## src/rtl/nsx_pkg.sv

```systemverilog
package nsx_pkg;

    localparam int DATA_W = 8;
    localparam int FADDR_W = 5;

    // Destination select values
    localparam logic DEST_WORK = 1'h0;
    localparam logic DEST_FILE = 1'h1;

    // Direction register selectors accepted by the load
    localparam logic [FADDR_W-1:0] DIR_SEL_LO = 5'h06;
    localparam logic [FADDR_W-1:0] DIR_SEL_HI = 5'h07;

    // Nibble field positions
    localparam int NIB_LO_MSB = 3;
    localparam int NIB_HI_LSB = 4;

    // Reset values
    localparam logic [DATA_W-1:0] WORK_RST = 8'h00;
    localparam logic [DATA_W-1:0] DIR_RST = 8'hFF;

    typedef enum logic [2:0]
    {
        NSX_OP_NONE = 3'b000,
        NSX_OP_SWAP = 3'b001,
        NSX_OP_DIR = 3'b010,
        NSX_OP_XORL = 3'b011,
        NSX_OP_XORF = 3'b100
    } nsx_op_t;

    // Request from the decoder
    typedef struct packed
    {
        nsx_op_t op;
        logic [FADDR_W-1:0] fileAddr;
        logic dest;
        logic [DATA_W-1:0] literal;
    } nsx_req_t;

    // Write-back toward the register file
    typedef struct packed
    {
        logic fileWe;
        logic [FADDR_W-1:0] fileAddr;
        logic [DATA_W-1:0] fileData;
        logic zeroWe;
        logic zero;
    } nsx_wb_t;

    // All state of the datapath
    typedef struct packed
    {
        logic rstMeta;
        logic rstSync;
        logic [DATA_W-1:0] work;
        logic [DATA_W-1:0] dirA;
        logic [DATA_W-1:0] dirB;
        nsx_wb_t wb;
    } nsx_state_t;

endpackage : nsx_pkg

```

## src/rtl/nsx_datapath.sv

```systemverilog
`timescale 1ns/1ps
// What this block does
// - Swap exchanges the file register nibbles; no status flag changes.
// - File operand is a 5-bit address; destination 0 is work, 1 is file.
// - Direction load copies work into direction register 6 or 7; no flags.
// - File XOR combines work and file, routes by destination, only zero flag.
// - Literal XOR combines an 8-bit immediate with work by bitwise XOR.
module nsx_datapath
(
    // Clock and reset
    input wire logic ref_clk,
    input wire logic rstn,
    // Decoded instruction, one per valid cycle
    input wire logic reqValid,
    input wire nsx_pkg::nsx_req_t req,
    // Combinational read port of the register file
    output logic [nsx_pkg::FADDR_W-1:0] fileRdAddr,
    input wire logic [nsx_pkg::DATA_W-1:0] fileRdData,
    // Results
    output nsx_pkg::nsx_wb_t wb,
    output logic [nsx_pkg::DATA_W-1:0] work,
    output logic [nsx_pkg::DATA_W-1:0] dirA,
    output logic [nsx_pkg::DATA_W-1:0] dirB,
    output logic badDirSel
);
    import nsx_pkg::*;

    // Whole datapath state and its next value
    nsx_state_t state;
    nsx_state_t next_state;

    // Decoded view of the current request
    logic accept;
    logic resultToFile;
    logic [DATA_W-1:0] opResult;

    ////////////////////////////////////////////////////////////////////////////

    // Helpers shared by the next-state logic and the decoder flag
    function automatic logic [DATA_W-1:0] swapNib(input logic [DATA_W-1:0] v);
        swapNib = {v[NIB_LO_MSB:0], v[DATA_W-1:NIB_HI_LSB]};
    endfunction : swapNib

    function automatic logic isZero(input logic [DATA_W-1:0] v);
        isZero = (v == 8'h00);
    endfunction : isZero

    // Only the two direction selectors are honoured
    function automatic logic isDirSel(input logic [FADDR_W-1:0] sel);
        isDirSel = (sel == DIR_SEL_LO) || (sel == DIR_SEL_HI);
    endfunction : isDirSel

    // Operations whose result follows the destination select
    function automatic logic usesDest(input nsx_op_t op);
        usesDest = (op == NSX_OP_SWAP) || (op == NSX_OP_XORF);
    endfunction : usesDest

    // Result of the current operation; zero for operations without one
    function automatic logic [DATA_W-1:0] opValue
    (
        input nsx_op_t op,
        input logic [DATA_W-1:0] w,
        input logic [DATA_W-1:0] f,
        input logic [DATA_W-1:0] lit
    );
        opValue = '0;
        unique case (op)
            NSX_OP_SWAP:
            begin
                opValue = swapNib(f);
            end

            NSX_OP_XORL:
            begin
                opValue = w ^ lit;
            end

            NSX_OP_XORF:
            begin
                opValue = w ^ f;
            end

            default:
            begin
                opValue = '0;
            end
        endcase
    endfunction : opValue

    ////////////////////////////////////////////////////////////////////////////

    // Requests wait for the synchronised reset release
    assign accept = state.rstSync && reqValid;

    // Read address follows the request so the operand is ready this cycle
    assign fileRdAddr = req.fileAddr;

    // Work is read from its register: no bypass is needed back to back
    assign opResult = opValue(req.op, state.work, fileRdData, req.literal);
    assign resultToFile = usesDest(req.op) && (req.dest == DEST_FILE);

    ////////////////////////////////////////////////////////////////////////////

    // One request is committed per accepted edge
    always_comb
    begin
        // Hold everything not written below
        next_state = state;

        // Two-stage release of the reset
        next_state.rstMeta = 1'b1;
        next_state.rstSync = state.rstMeta;

        // Write-back strobes are one-cycle pulses
        next_state.wb = '0;
        next_state.wb.fileAddr = req.fileAddr;
        if (accept)
        begin
            unique case (req.op)
                NSX_OP_NONE:
                begin
                    // Idle slot, nothing to commit
                end

                NSX_OP_SWAP:
                begin
                    // No flag is written by a swap
                    if (resultToFile)
                    begin
                        next_state.wb.fileWe = 1'b1;
                        next_state.wb.fileData = opResult;
                    end
                    else
                    begin
                        next_state.work = opResult;
                    end
                end

                NSX_OP_DIR:
                begin
                    // Other selectors are dropped and flagged to the decoder
                    if (isDirSel(req.fileAddr))
                    begin
                        if (req.fileAddr == DIR_SEL_LO)
                        begin
                            next_state.dirA = state.work;
                        end
                        else
                        begin
                            next_state.dirB = state.work;
                        end
                    end
                end

                NSX_OP_XORL:
                begin
                    // The destination bit is ignored here
                    next_state.work = opResult;
                    next_state.wb.zeroWe = 1'b1;
                    next_state.wb.zero = isZero(opResult);
                end

                NSX_OP_XORF:
                begin
                    // Result goes where the destination bit points
                    if (resultToFile)
                    begin
                        next_state.wb.fileWe = 1'b1;
                        next_state.wb.fileData = opResult;
                    end
                    else
                    begin
                        next_state.work = opResult;
                    end
                    // Zero is the only flag this operation touches
                    next_state.wb.zeroWe = 1'b1;
                    next_state.wb.zero = isZero(opResult);
                end

                default:
                begin
                    // Illegal codes are dropped with no side effect
                end
            endcase
        end
    end

    ////////////////////////////////////////////////////////////////////////////

    // Clear is asynchronous; release is seen through rstMeta and rstSync
    always_ff @(posedge ref_clk or negedge rstn)
    begin
        if (!rstn)
        begin
            state.rstMeta <= 1'b0;
            state.rstSync <= 1'b0;
            state.work <= WORK_RST;
            state.dirA <= DIR_RST;
            state.dirB <= DIR_RST;
            state.wb <= '0;
        end
        else
        begin
            state <= next_state;
        end
    end

    ////////////////////////////////////////////////////////////////////////////

    // Data outputs straight from the state flip-flops
    assign wb = state.wb;
    assign work = state.work;
    assign dirA = state.dirA;
    assign dirB = state.dirB;

    // Flag for the decoder: a direction load with an unknown selector
    assign badDirSel = reqValid && (req.op == NSX_OP_DIR)
        && !isDirSel(req.fileAddr);

endmodule : nsx_datapath

```

## config.mk

```make
export PLATFORM = sky130hd
export DESIGN_NAME = nsx_datapath
export DESIGN_NICKNAME = d
export VERILOG_FILES = /design/src/rtl/nsx_pkg.sv /design/src/rtl/nsx_datapath.sv
export SDC_FILE = /design/constraint.sdc
export NUM_CORES = 1
export LEC_CHECK = 0
export BUFFER_PORTS_ARGS = -buffer_cell sky130_fd_sc_hd__buf_2
export CAP_MARGIN = 40
export CORE_ASPECT_RATIO = 2
export CORE_MARGIN = 4
export CORE_UTILIZATION = 51
export DETAILED_ROUTE_END_ITERATION = 6
export PLACE_DENSITY = 0.83
export SYNTH_ARGS = -nofsm -noshare
export SYNTH_HDL_FRONTEND = slang
export SYNTH_SLANG_ARGS = --single-unit
```

## constraint.sdc

```tcl
create_clock -name ref_clk -period 1.6 [get_ports ref_clk]
set_clock_uncertainty 0.05 [all_clocks]
set_input_delay 0.32 -clock ref_clk [delete_from_list [all_inputs] [get_ports ref_clk]]
set_output_delay 0.32 -clock ref_clk [all_outputs]
set_load 0.01 [all_outputs]
```

# Word-level counts from Yosys, hierarchy flattened
# Index checks and enable logic that the tools add are counted.
[totals] out_inout_bits=46 input_bits=28 regBits=42 wordCells=44
[op_classes] n_bitwise=3 reduce_logical=14 muxes=10 n_eq_ne=7
[ops] operator="$mux W8" n=3
[ops] operator="$pmux W8 S3" n=1
[ops] operator="$pmux W8 S2" n=1
[ops] operator="$xor A8 B8 Y8" n=2
[ops] operator="$eq A5 B3 Y1 const B" n=2
[ops] operator="$mux W10" n=1
[ops] operator="$logic_not A8 Y1" n=1
[ops] operator="$reduce_and A4 Y1" n=2
[ops] operator="$eq A3 B2 Y1 const B" n=2
[ops] operator="$logic_and A1 B1 Y1" n=4
[ops] operator="$reduce_or A2 Y1" n=2
[ops] operator="$eq A3 B1 Y1 const B" n=1
[ops] operator="$eq A3 B3 Y1 const B" n=1
[ops] operator="$mux W1" n=3
[ops] operator="$reduce_and A3 Y1" n=1
[ops] operator="$logic_or A1 B1 Y1" n=2
[ops] operator="$mux W2" n=1
[ops] operator="$ne A2 B2 Y1 const B" n=1
[ops] operator="$reduce_bool A2 Y1" n=1
[ops] operator="$logic_not A1 Y1" n=1
[ops] operator="$not A1 Y1" n=1

# Logic depth before layout (Yosys ltp)
# Gate-level depths: netlist of run 1.
[logic_depth] word_depth=6 depth_mapped=6 mapped_depth_nobuf=4

# Worst setup path after synthesis of run 1
# Ideal clock, no wire load.
[synth_timing] path_type="input to register" from="input req[15] (netlist bit)" to="register work[4] (netlist name)" setup_time_ns=0.125 arrival_time_ns=1.460 cell_stages=5 required_time_ns=1.425 path_slack_ns=-0.035 cell_sequence="or3b_1 buf_6 o22a_4 nor2_2 mux2_2"
[synth_via] elab_chain_cells=5
[synth_rtl] item="from (decl)" line="nsx_datapath.sv:15" rtl="input wire nsx_pkg::nsx_req_t req,"
[synth_rtl] item="branches (longest 5 deep; another with $pmux W8 S3)"
# Parallel ways; which one is timed is not known. The select of a mux whose other input is x is not followed.
# A chain may end at the register's enable or synchronous reset.

==> impl_metrics.toml, run 1 <==
[run_status]
outcome = "finished, final reports clean"

[synthesis]
ys_top_cells_by_area = "sky130_fd_sc_hd__dfrtp_1 28%, sky130_fd_sc_hd__dfstp_2 18%, sky130_fd_sc_hd__buf_4 15%"
ys_seq_area_frac = 0.4667
post_synth.cell_area_avg_sq_um = 11.59
yosys_warnings = 0
gate_count_post_synth = 198
yosys.area.top_type_share = 0.2835
nets_in_the_synthesized_netlist = 226
synth_cell_types = 44
mapped_cell_area_sq_mm = 0.002295
synth-seq-cells = 42
library_cell_with_the_largest_summed_area_after_synthesis = "sky130_fd_sc_hd__dfrtp_1"

[critical_path]
worst-r2r-setup-slack_ps = 70
worst-endpoint-arrival_ps = 1680
required_time_at_the_endpoint_of_the_critical_path_ps = 1740
critical_path.reg2reg.endpoint = "wb[0]"
timing.rr.start = "work[2]"
critPathLaunch = "work[2]"
worst_setup_endpoint = "wb[0]"
ws_path_type = "reg2reg"
timing.critical_path.fanout_max = 6
r2r_cells = 4
timing.critical_path.from_type = "flop"
crit_path_end_kind = "flop"

[sta]
setup_tns_ps = 0
finalHoldViolCount = 0
tightest_slew_ps = 522.7
slew_headroom = 0.6515
max_clock_freq_ghz = 0.6533
max_slew_violation_count = 0
final.min_clock_period_ps = 1531
final.setup.worst_slack_ps = 69.19
share_of_the_clock_period_used_by_the_worst_path = 0.9568
rsz0062_at_grt = "false"
timing.final.setup_violations = 0
holdWs_ps = 28.42

[global_routing]
grt_antenna_before_repair = 0
grt_pass1_vias = 1538
grt_first_pass_wirelength_mm = 7.610
overflow = 0
grt_use_total = 0.1731
maximum_number_of_pins_on_one_net_before_global_route_repair = 43

[detailed_routing]
drc = 0
routed_wirelength_mm = 4.767
detail_routed_via_count_per_cell = 5.085
vias = 1551
drt-initial-drc-count = 20
detail_route.wl_per_cell_um = 15.63
detail_route.first_pass.iterations = 4
detail-route-antenna-nets = 0

[power_and_ir_drop]
power.leakage_nw = 1.311
power-per-cell-area_mw_per_mm2 = 900.6
vdd.ir_drop.worst_uv = 769.1

[place]
placed_cells = 297
gp_congestion = 0.8865
detailedPlacementHpwl_mm = 3.867
detailed_place.area_sq_mm = 0.002527
place_ws_ps = -126.3
io_buffers = 73

[clock_tree]
cts_tree = "done"
cts-buffers-inserted = 5
clk-insertion-delay-late_ps = 280
cts_max_path_buffers = 2
clock-sinks = 42
htree_levels = 2
postCtsSetupBuffers = 0
cts.clk_slew.worst_paths_ps = 80
clk_root_buffer_cell = "sky130_fd_sc_hd__clkbuf_8"

[die]
rows = 34
die_area_sq_mm = 0.005702
floorplan.initialDensity = 0.5288
die_h_um = 102.9
design.portCount = 74
dieWidth_um = 55.43
area_of_the_placeable_core_sq_mm = 0.004339

[layout]
mostFrequentLayoutCells = "73 x sky130_fd_sc_hd__buf_2, 26 x sky130_fd_sc_hd__dfrtp_1, 20 x sky130_fd_sc_hd__buf_4"
stdcell_area_sq_mm = 0.002616
n_antenna_cell = 0
flow.area_growth_from_synthesis_pct = 14.01
nets = 278
mostFrequentLayoutCell = "sky130_fd_sc_hd__buf_2"
finalNonFillerCells = 305
layout-drive-gt1-share = 0.6096

[hold_path]
min_path_type = "in2async"

[flow_run]
number_of_maximum_capacitance_constraint_violations = 0
[cells in the mapped netlist, drive strengths merged]
cell and instances:
and2 1, a211oi 1, o2111ai 1, or3b 1, a21boi 2, conb 1, nand2b 1, a22oi 1
nand2 4, and2b 1, nor2 11, dfrtp 26, mux2 15, a31oi 1, xnor2 10, o21ai 9
and4bb 2, nand3b 1, nor3b 1, nor4 1, nor2b 5, a221oi 2, or3 1, or2 2
buf 49, inv 2, o22ai 6, o31ai 6, nor3 1, nand4 1, a21oi 6, o32ai 1
o22a 1, xor2 6, dfstp 16, nand4b 2
[area by class of cell]
type / instances / area, sq um
multi-input cells: 105 / 852.1
repair buffers: 94 / 535.5
clock inverters: 2 / 10.01
well taps: 54 / 67.56
clock buffers: 6 / 72.57
fillers: 413 / 1723
flip-flops and latches: 42 / 1071
inverters: 2 / 7.507
[layer usage]
layer | GRT usage | share of wire | vias up
met5 | 0 | 0 | -
met4 | 0.08427 | 0.031 | 0
met3 | 0.03258 | 0.060 | 12
met2 | 0.3221 | 0.54 | 56
met1 | 0.1856 | 0.36 | 742
li1 | - | - | 741
[through the flow]
stage,power (mW),utilization
after floorplan,1.565,-
after global placement,1.732,0.5825
after detailed placement,1.736,0.5825
after CTS,2.392,0.6015
after global routing,2.480,0.6029
final,2.356,0.6029
[sequential cells by signal, summed over array words and instances, names as in the netlist]
register / cells
dirA: 8
work: 8
dirB: 8
state: 1
wb: 16
next_state: 1
[where the power goes]
part	switching, mW	internal, mW
clock network	0.341	0.303
registers	0.0803	1.12
logic	0.259	0.251
total	0.680	1.68
[cell families after synthesis]
logic type / Yosys count / synth area share
AOI/OAI and AO/OA: 37 / 0.1314
xor gates and xnor gates: 16 / 0.06107
buffers and inverters: 51 / 0.1647
DFF: 42 / 0.4667
muxes: 15 / 0.07361
other: 1 / 0.001634
and+or+nand+nor: 36 / 0.1009
[worst min-delay path by stage]
stage | cells after the start | endpoint | slack, ps | from
5_1_grt | 2 | wb[6] | 70 | rstn
3_5_place_dp | 0 | state[40] | 290 | next_state[40]
2_1_floorplan | 0 | next_state[40] | -30 | rstn
4_1_cts | 2 | wb[15] | 50 | rstn
6_report | 2 | wb[15] | 30 | rstn
3_3_place_gp | 0 | state[40] | 280 | next_state[40]
[critical path: stages, from the launching register on]
cell	delay, ps
sky130_fd_sc_hd__dfrtp_1	480
sky130_fd_sc_hd__xnor2_1	180
sky130_fd_sc_hd__o22ai_1	110
sky130_fd_sc_hd__or3_1	380
sky130_fd_sc_hd__nor4_2	250
[timing repair]
| item | in CTS | in global routing |
|---|---|---|
| setup endpoints to repair | 0 | 2 |
| hold buffers | 0 | 0 |
| endpoints found under the hold margin | 0 | 0 |
| resized for setup | 0 | 1 |
No activity file was read; power rests on OpenSTA's default activity.
==> run 2: changes to the inputs <==
--- a/config.mk
+++ b/config.mk
@@ -9,9 +9,10 @@
 export CAP_MARGIN = 40
 export CORE_ASPECT_RATIO = 2
 export CORE_MARGIN = 4
-export CORE_UTILIZATION = 51
+export CORE_UTILIZATION = 50
 export DETAILED_ROUTE_END_ITERATION = 6
-export PLACE_DENSITY = 0.83
+export GPL_ROUTABILITY_DRIVEN = 0
+export PLACE_DENSITY = 0.82
 export SYNTH_ARGS = -nofsm -noshare
 export SYNTH_HDL_FRONTEND = slang
 export SYNTH_SLANG_ARGS = --single-unit
==> impl_metrics.toml, run 2 (same netlist as run 1, synthesis figures left out) <==
[clock_tree]
clk_root_buffer_cell = "sky130_fd_sc_hd__clkbuf_8"
clk-insertion-delay-late_ps = 290
cts_max_path_buffers = 2
postCtsSetupBuffers = 0
htree_levels = 2
clock-sinks = 42
cts.clk_slew.worst_paths_ps = 80
cts-buffers-inserted = 5
cts_tree = "done"

[die]
rows = 34
dieWidth_um = 55.91
design.portCount = 74
die_area_sq_mm = 0.005803
area_of_the_placeable_core_sq_mm = 0.004382
floorplan.initialDensity = 0.5237
die_h_um = 103.8

[sta]
holdWs_ps = 111.4
final.min_clock_period_ps = 1515
final.setup.worst_slack_ps = 85.48
max_slew_violation_count = 0
share_of_the_clock_period_used_by_the_worst_path = 0.9466
max_clock_freq_ghz = 0.6603
timing.final.setup_violations = 0
setup_tns_ps = 0
rsz0062_at_grt = "false"
finalHoldViolCount = 0

[layout]
area_taken_by_multi_input_logic_gates_sq_um = 853.3
mostFrequentLayoutCell = "sky130_fd_sc_hd__buf_2"
mostFrequentLayoutCells = "73 x sky130_fd_sc_hd__buf_2, 25 x sky130_fd_sc_hd__dfrtp_1, 16 x sky130_fd_sc_hd__dfstp_2"
largest_register_ffs = 16
layout.core_utilization = 0.5974
n_antenna_cell = 0
layout-drive-gt1-share = 0.6016
stdcell_area_sq_mm = 0.002618
area.sequential_sq_mm = 0.001072
fillCellCount = 369
max_flop_register = "wb"
nets = 273
finalNonFillerCells = 300
flow.area_growth_from_synthesis_pct = 14.07

[critical_path]
required_time_at_the_endpoint_of_the_critical_path_ps = 1760
timing.critical_path.from_type = "flop"
timing.critical_path.fanout_max = 6
r2r_cells = 4
crit_path_end_kind = "flop"
critical_path.reg2reg.endpoint = "wb[0]"
ws_path_type = "reg2reg"
worst-r2r-setup-slack_ps = 90
timing.rr.start = "work[3]"
worst-endpoint-arrival_ps = 1670
critPathLaunch = "work[3]"

[global_routing]
grt_antenna_before_repair = 0
overflow = 0
grt_use_total = 0.1705
grt_pass1_vias = 1645
grt_first_pass_wirelength_mm = 7.893
maximum_number_of_pins_on_one_net_before_global_route_repair = 43

[hold_path]
worst_hold_path.endpoint = "wb[14]"
min_delay_path_depth = 1
min_path_type = "in2reg"
hold_start = "req[13]"

[power_and_ir_drop]
power-per-cell-area_mw_per_mm2 = 912.6
totalPowerFinal_mw = 2.389
vdd.ir_drop.worst_uv = 909.6
power.leakage_nw = 1.298

[detailed_routing]
detail-route-antenna-nets = 0
detail_route.first_pass.iterations = 4
routed_wirelength_mm = 4.617
detail_route.wl_per_cell_um = 15.39
detail_routed_via_count_per_cell = 5.120
drt-initial-drc-count = 29
drc = 0
vias = 1536

[run_status]
outcome = "finished, final reports clean"

[place]
place_ws_ps = -83.54
io_buffers = 73
detailedPlacementHpwl_mm = 3.719
detailed_place.area_sq_mm = 0.002507
placed_cells = 291

[flow_run]
number_of_maximum_capacitance_constraint_violations = 0
-- run 2: changes by cell type in the layout (fill, tap and decap cells not counted), sizes merged --
cell / change
clkinv: -1
dlygate4sd3: +1
buf: -6
clkbuf: +1
-- run 2: power by group --
| group | internal, mW | switching (mW) | leakage, nW |
|---|---|---|---|
| Sequential | 1.12 | 0.0860 | 0.504 |
| Clock | 0.348 | 0.347 | 0.0482 |
| Combinational | 0.235 | 0.248 | 0.746 |
-- run 2: final cells by class --
class	count	area share
Clock buffer	7	0.03298
Clock inverter	1	0.001912
Inverter	2	0.002868
Multi-Input combinational cell	105	0.3260
Sequential cell	42	0.4097
Tap cell	54	0.02581
Timing Repair Buffer	89	0.2008
-- run 2: metal layers --
metal	part of all wire	vias up	track usage
met4	0.032	0	0.08149
met2	0.55	44	0.3085
met3	0.047	11	0.04110
met5	0	-	0
li1	-	734	-
met1	0.37	747	0.1796
-- run 2: timing repair --
| action | 4_1_cts | 5_1_grt |
|---|---|---|
| hold buffers | 1 | 0 |
| gates resized for setup | 0 | 2 |
| endpoints found under the hold margin | 26 | 0 |
| setup endpoints to repair | 0 | 1 |
-- run 2: worst max-delay path by stage --
stage	end	slack, ps
3_3_place_gp	work[7]	-70
3_5_place_dp	work[6]	-80
2_1_floorplan	work[4]	-10
4_1_cts	wb[0]	80
5_1_grt	work[7]	20
6_report	wb[0]	90
-- run 2: worst max-delay path, stage by stage, from the launching register on --
cell and delay (ps):
sky130_fd_sc_hd__dfrtp_1 470, sky130_fd_sc_hd__xnor2_1 170, sky130_fd_sc_hd__o22ai_1 110, sky130_fd_sc_hd__or3_1 390, sky130_fd_sc_hd__nor4_2 240
==> run 3: changes to the inputs <==
--- a/config.mk
+++ b/config.mk
@@ -9,10 +9,10 @@
 export CAP_MARGIN = 40
 export CORE_ASPECT_RATIO = 2
 export CORE_MARGIN = 4
-export CORE_UTILIZATION = 50
+export CORE_UTILIZATION = 46
 export DETAILED_ROUTE_END_ITERATION = 6
 export GPL_ROUTABILITY_DRIVEN = 0
-export PLACE_DENSITY = 0.82
+export PLACE_DENSITY = 0.79
 export SYNTH_ARGS = -nofsm -noshare
 export SYNTH_HDL_FRONTEND = slang
 export SYNTH_SLANG_ARGS = --single-unit
==> constraint.sdc (replaced) <==
create_clock -name ref_clk -period 1.36 [get_ports ref_clk]
set_clock_uncertainty 0.05 [all_clocks]
set_input_delay 0.272 -clock ref_clk [delete_from_list [all_inputs] [get_ports ref_clk]]
set_output_delay 0.272 -clock ref_clk [all_outputs]
set_load 0.01 [all_outputs]
==> impl_metrics.toml, run 3 (same netlist as run 1, synthesis figures left out) <==
[run_status]
outcome = "finished with violations"
failed_checks = "negative setup slack"

[layout]
nets = 290
max_flop_register = "wb"
n_antenna_cell = 0
fillCellCount = 424
flow.area_growth_from_synthesis_pct = 26.34
finalNonFillerCells = 320
mostFrequentLayoutCell = "sky130_fd_sc_hd__buf_2"
layout-drive-gt1-share = 0.6996
largest_register_ffs = 16
mostFrequentLayoutCells = "69 x sky130_fd_sc_hd__buf_2, 25 x sky130_fd_sc_hd__buf_4, 21 x sky130_fd_sc_hd__dfrtp_1"

[critical_path]
path_cells = "xnor2_1, o22ai_1, or3_1, nor4_2"
critPathTopFamily = "simple AND/OR/NAND/NOR gates"
crit_path_end_kind = "flop"
ws_path_type = "reg2reg"
required_time_at_the_endpoint_of_the_critical_path_ps = 1520
critPathLaunch = "work[1]"
worst-endpoint-arrival_ps = 1560
timing.critical_path.fanout_max = 3
worst-path-buf-inv = 0
crit_path_max_cell_delay_ps = 410
timing.rr.start = "work[1]"
timing.critical_path.from_type = "flop"
critical-path-slowest-cell = "sky130_fd_sc_hd__dfrtp_1"

[power_and_ir_drop]
power.leakage_nw = 1.425
vdd.ir_drop.worst_uv = 907.7
power-per-cell-area_mw_per_mm2 = 1080

[detailed_routing]
drt-initial-drc-count = 62
detail_route.first_pass.iterations = 4
drc = 0
detail_routed_via_count_per_cell = 5.116
vias = 1637
top_layer = "met4"
met3RoutedLength_um = 247
detail-route-antenna-nets = 0
routed_wirelength_mm = 5.155
detail_route.wl_per_cell_um = 16.11
routed_length_on_met1_mm = 1.903
dr_wl_met2_mm = 2.892

[sta]
max_clock_freq_ghz = 0.7128
rsz0062_at_grt = "true"
holdWs_ps = 47.47
timing.final.setup_violations = 2
final.min_clock_period_ps = 1403
share_of_the_clock_period_used_by_the_worst_path = 1.032
finalHoldViolCount = 0
final.setup.worst_slack_ps = -42.97
setup_tns_ps = -70.57
max_slew_violation_count = 0

[die]
area_of_the_placeable_core_sq_mm = 0.004865
design.portCount = 74
die_area_sq_mm = 0.006251
rows = 36
dieWidth_um = 57.94
die_h_um = 107.9
floorplan.initialDensity = 0.4717

[clock_tree]
cts-buffers-inserted = 5
clk_root_buffer_cell = "sky130_fd_sc_hd__clkbuf_8"
cts.clk_slew.worst_paths_ps = 70
htree_levels = 2
cts_max_path_buffers = 2
cts_tree = "done"
clk-insertion-delay-late_ps = 300
clock-sinks = 42

[global_routing]
maximum_number_of_pins_on_one_net_before_global_route_repair = 43
grt_pass1_vias = 1685
overflow = 0
grt_use_total = 0.1699
grt_first_pass_wirelength_mm = 8.010
grt_antenna_before_repair = 0

[hold_path]
hold_start = "req[10]"
min_path_type = "in2reg"

[place]
io_buffers = 73
placed_cells = 307
detailedPlacementHpwl_mm = 3.876

[flow_run]
number_of_maximum_capacitance_constraint_violations = 0
run 3: changes by cell type in the layout (fill, tap and decap cells not counted), moves of 4 or more:
cell and change:
sky130_fd_sc_hd__buf_2 -4, sky130_fd_sc_hd__buf_4 +13, sky130_fd_sc_hd__buf_6 +8, sky130_fd_sc_hd__dfrtp_1 -4
sky130_fd_sc_hd__dfrtp_2 +4
run 3: stage by stage:
step / utilization / power [mW] / area (sq um) / worst slack, ps
finish: 0.5959 / 3.132 / 2899 / -42.97
global route: 0.5959 / 3.284 / 2899 / -88.33
CTS: 0.5761 / 3.089 / 2803 / -48.38
detailed placement: 0.5363 / 2.067 / 2609 / -275.7
global placement: 0.5363 / 2.049 / 2609 / -244.5
floorplan: - / 1.842 / 2295 / -204.8
run 3: report_power, final:
group	leakage, nW	total [mW]	internal [mW]	switching (mW)
Combinational	0.869	0.778	0.415	0.363
Sequential	0.498	1.42	1.33	0.0955
Clock	0.0575	0.930	0.512	0.417
Total	1.42	3.13	2.26	0.876
run 3: final cells by class:
type	instances	area, sq um	area share
sequential	42	1077	0.3716
inverter	2	7.507	0.002590
multi-input combinational	105	939.7	0.3241
timing repair buffer	106	693.2	0.2391
tap	57	71.32	0.02460
clock buffer	8	110.1	0.03798
run 3: final timing paths:
| kind | slack [ps] | cells after the start | endpoint |
|---|---|---|---|
| worst max-delay path | -40 | 4 | wb[0] |
| worst min-delay path | 50 | 1 | wb[11] |
| worst max register to register | -40 | 4 | wb[0] |
| worst min register to register | 310 | 0 | state[40] |
| max in group asynchronous | 570 | 3 | dirB[1] |
| min in group asynchronous | 410 | 3 | wb[10] |
run 3: layer usage:
metal  global-route usage  vias up
li1                     -      765
met1               0.1900      804
met2               0.3042       60
met3              0.02761        8
met4              0.07794        0
met5                    0        -
run 3: repair_timing:
item,4_1_cts,5_1_grt
pin swaps,2,8
hold buffers,1,0
hold endpoints to repair,26,0
gates resized for setup,15,16
setup buffers,1,3
endpoints found under the setup margin,10,16
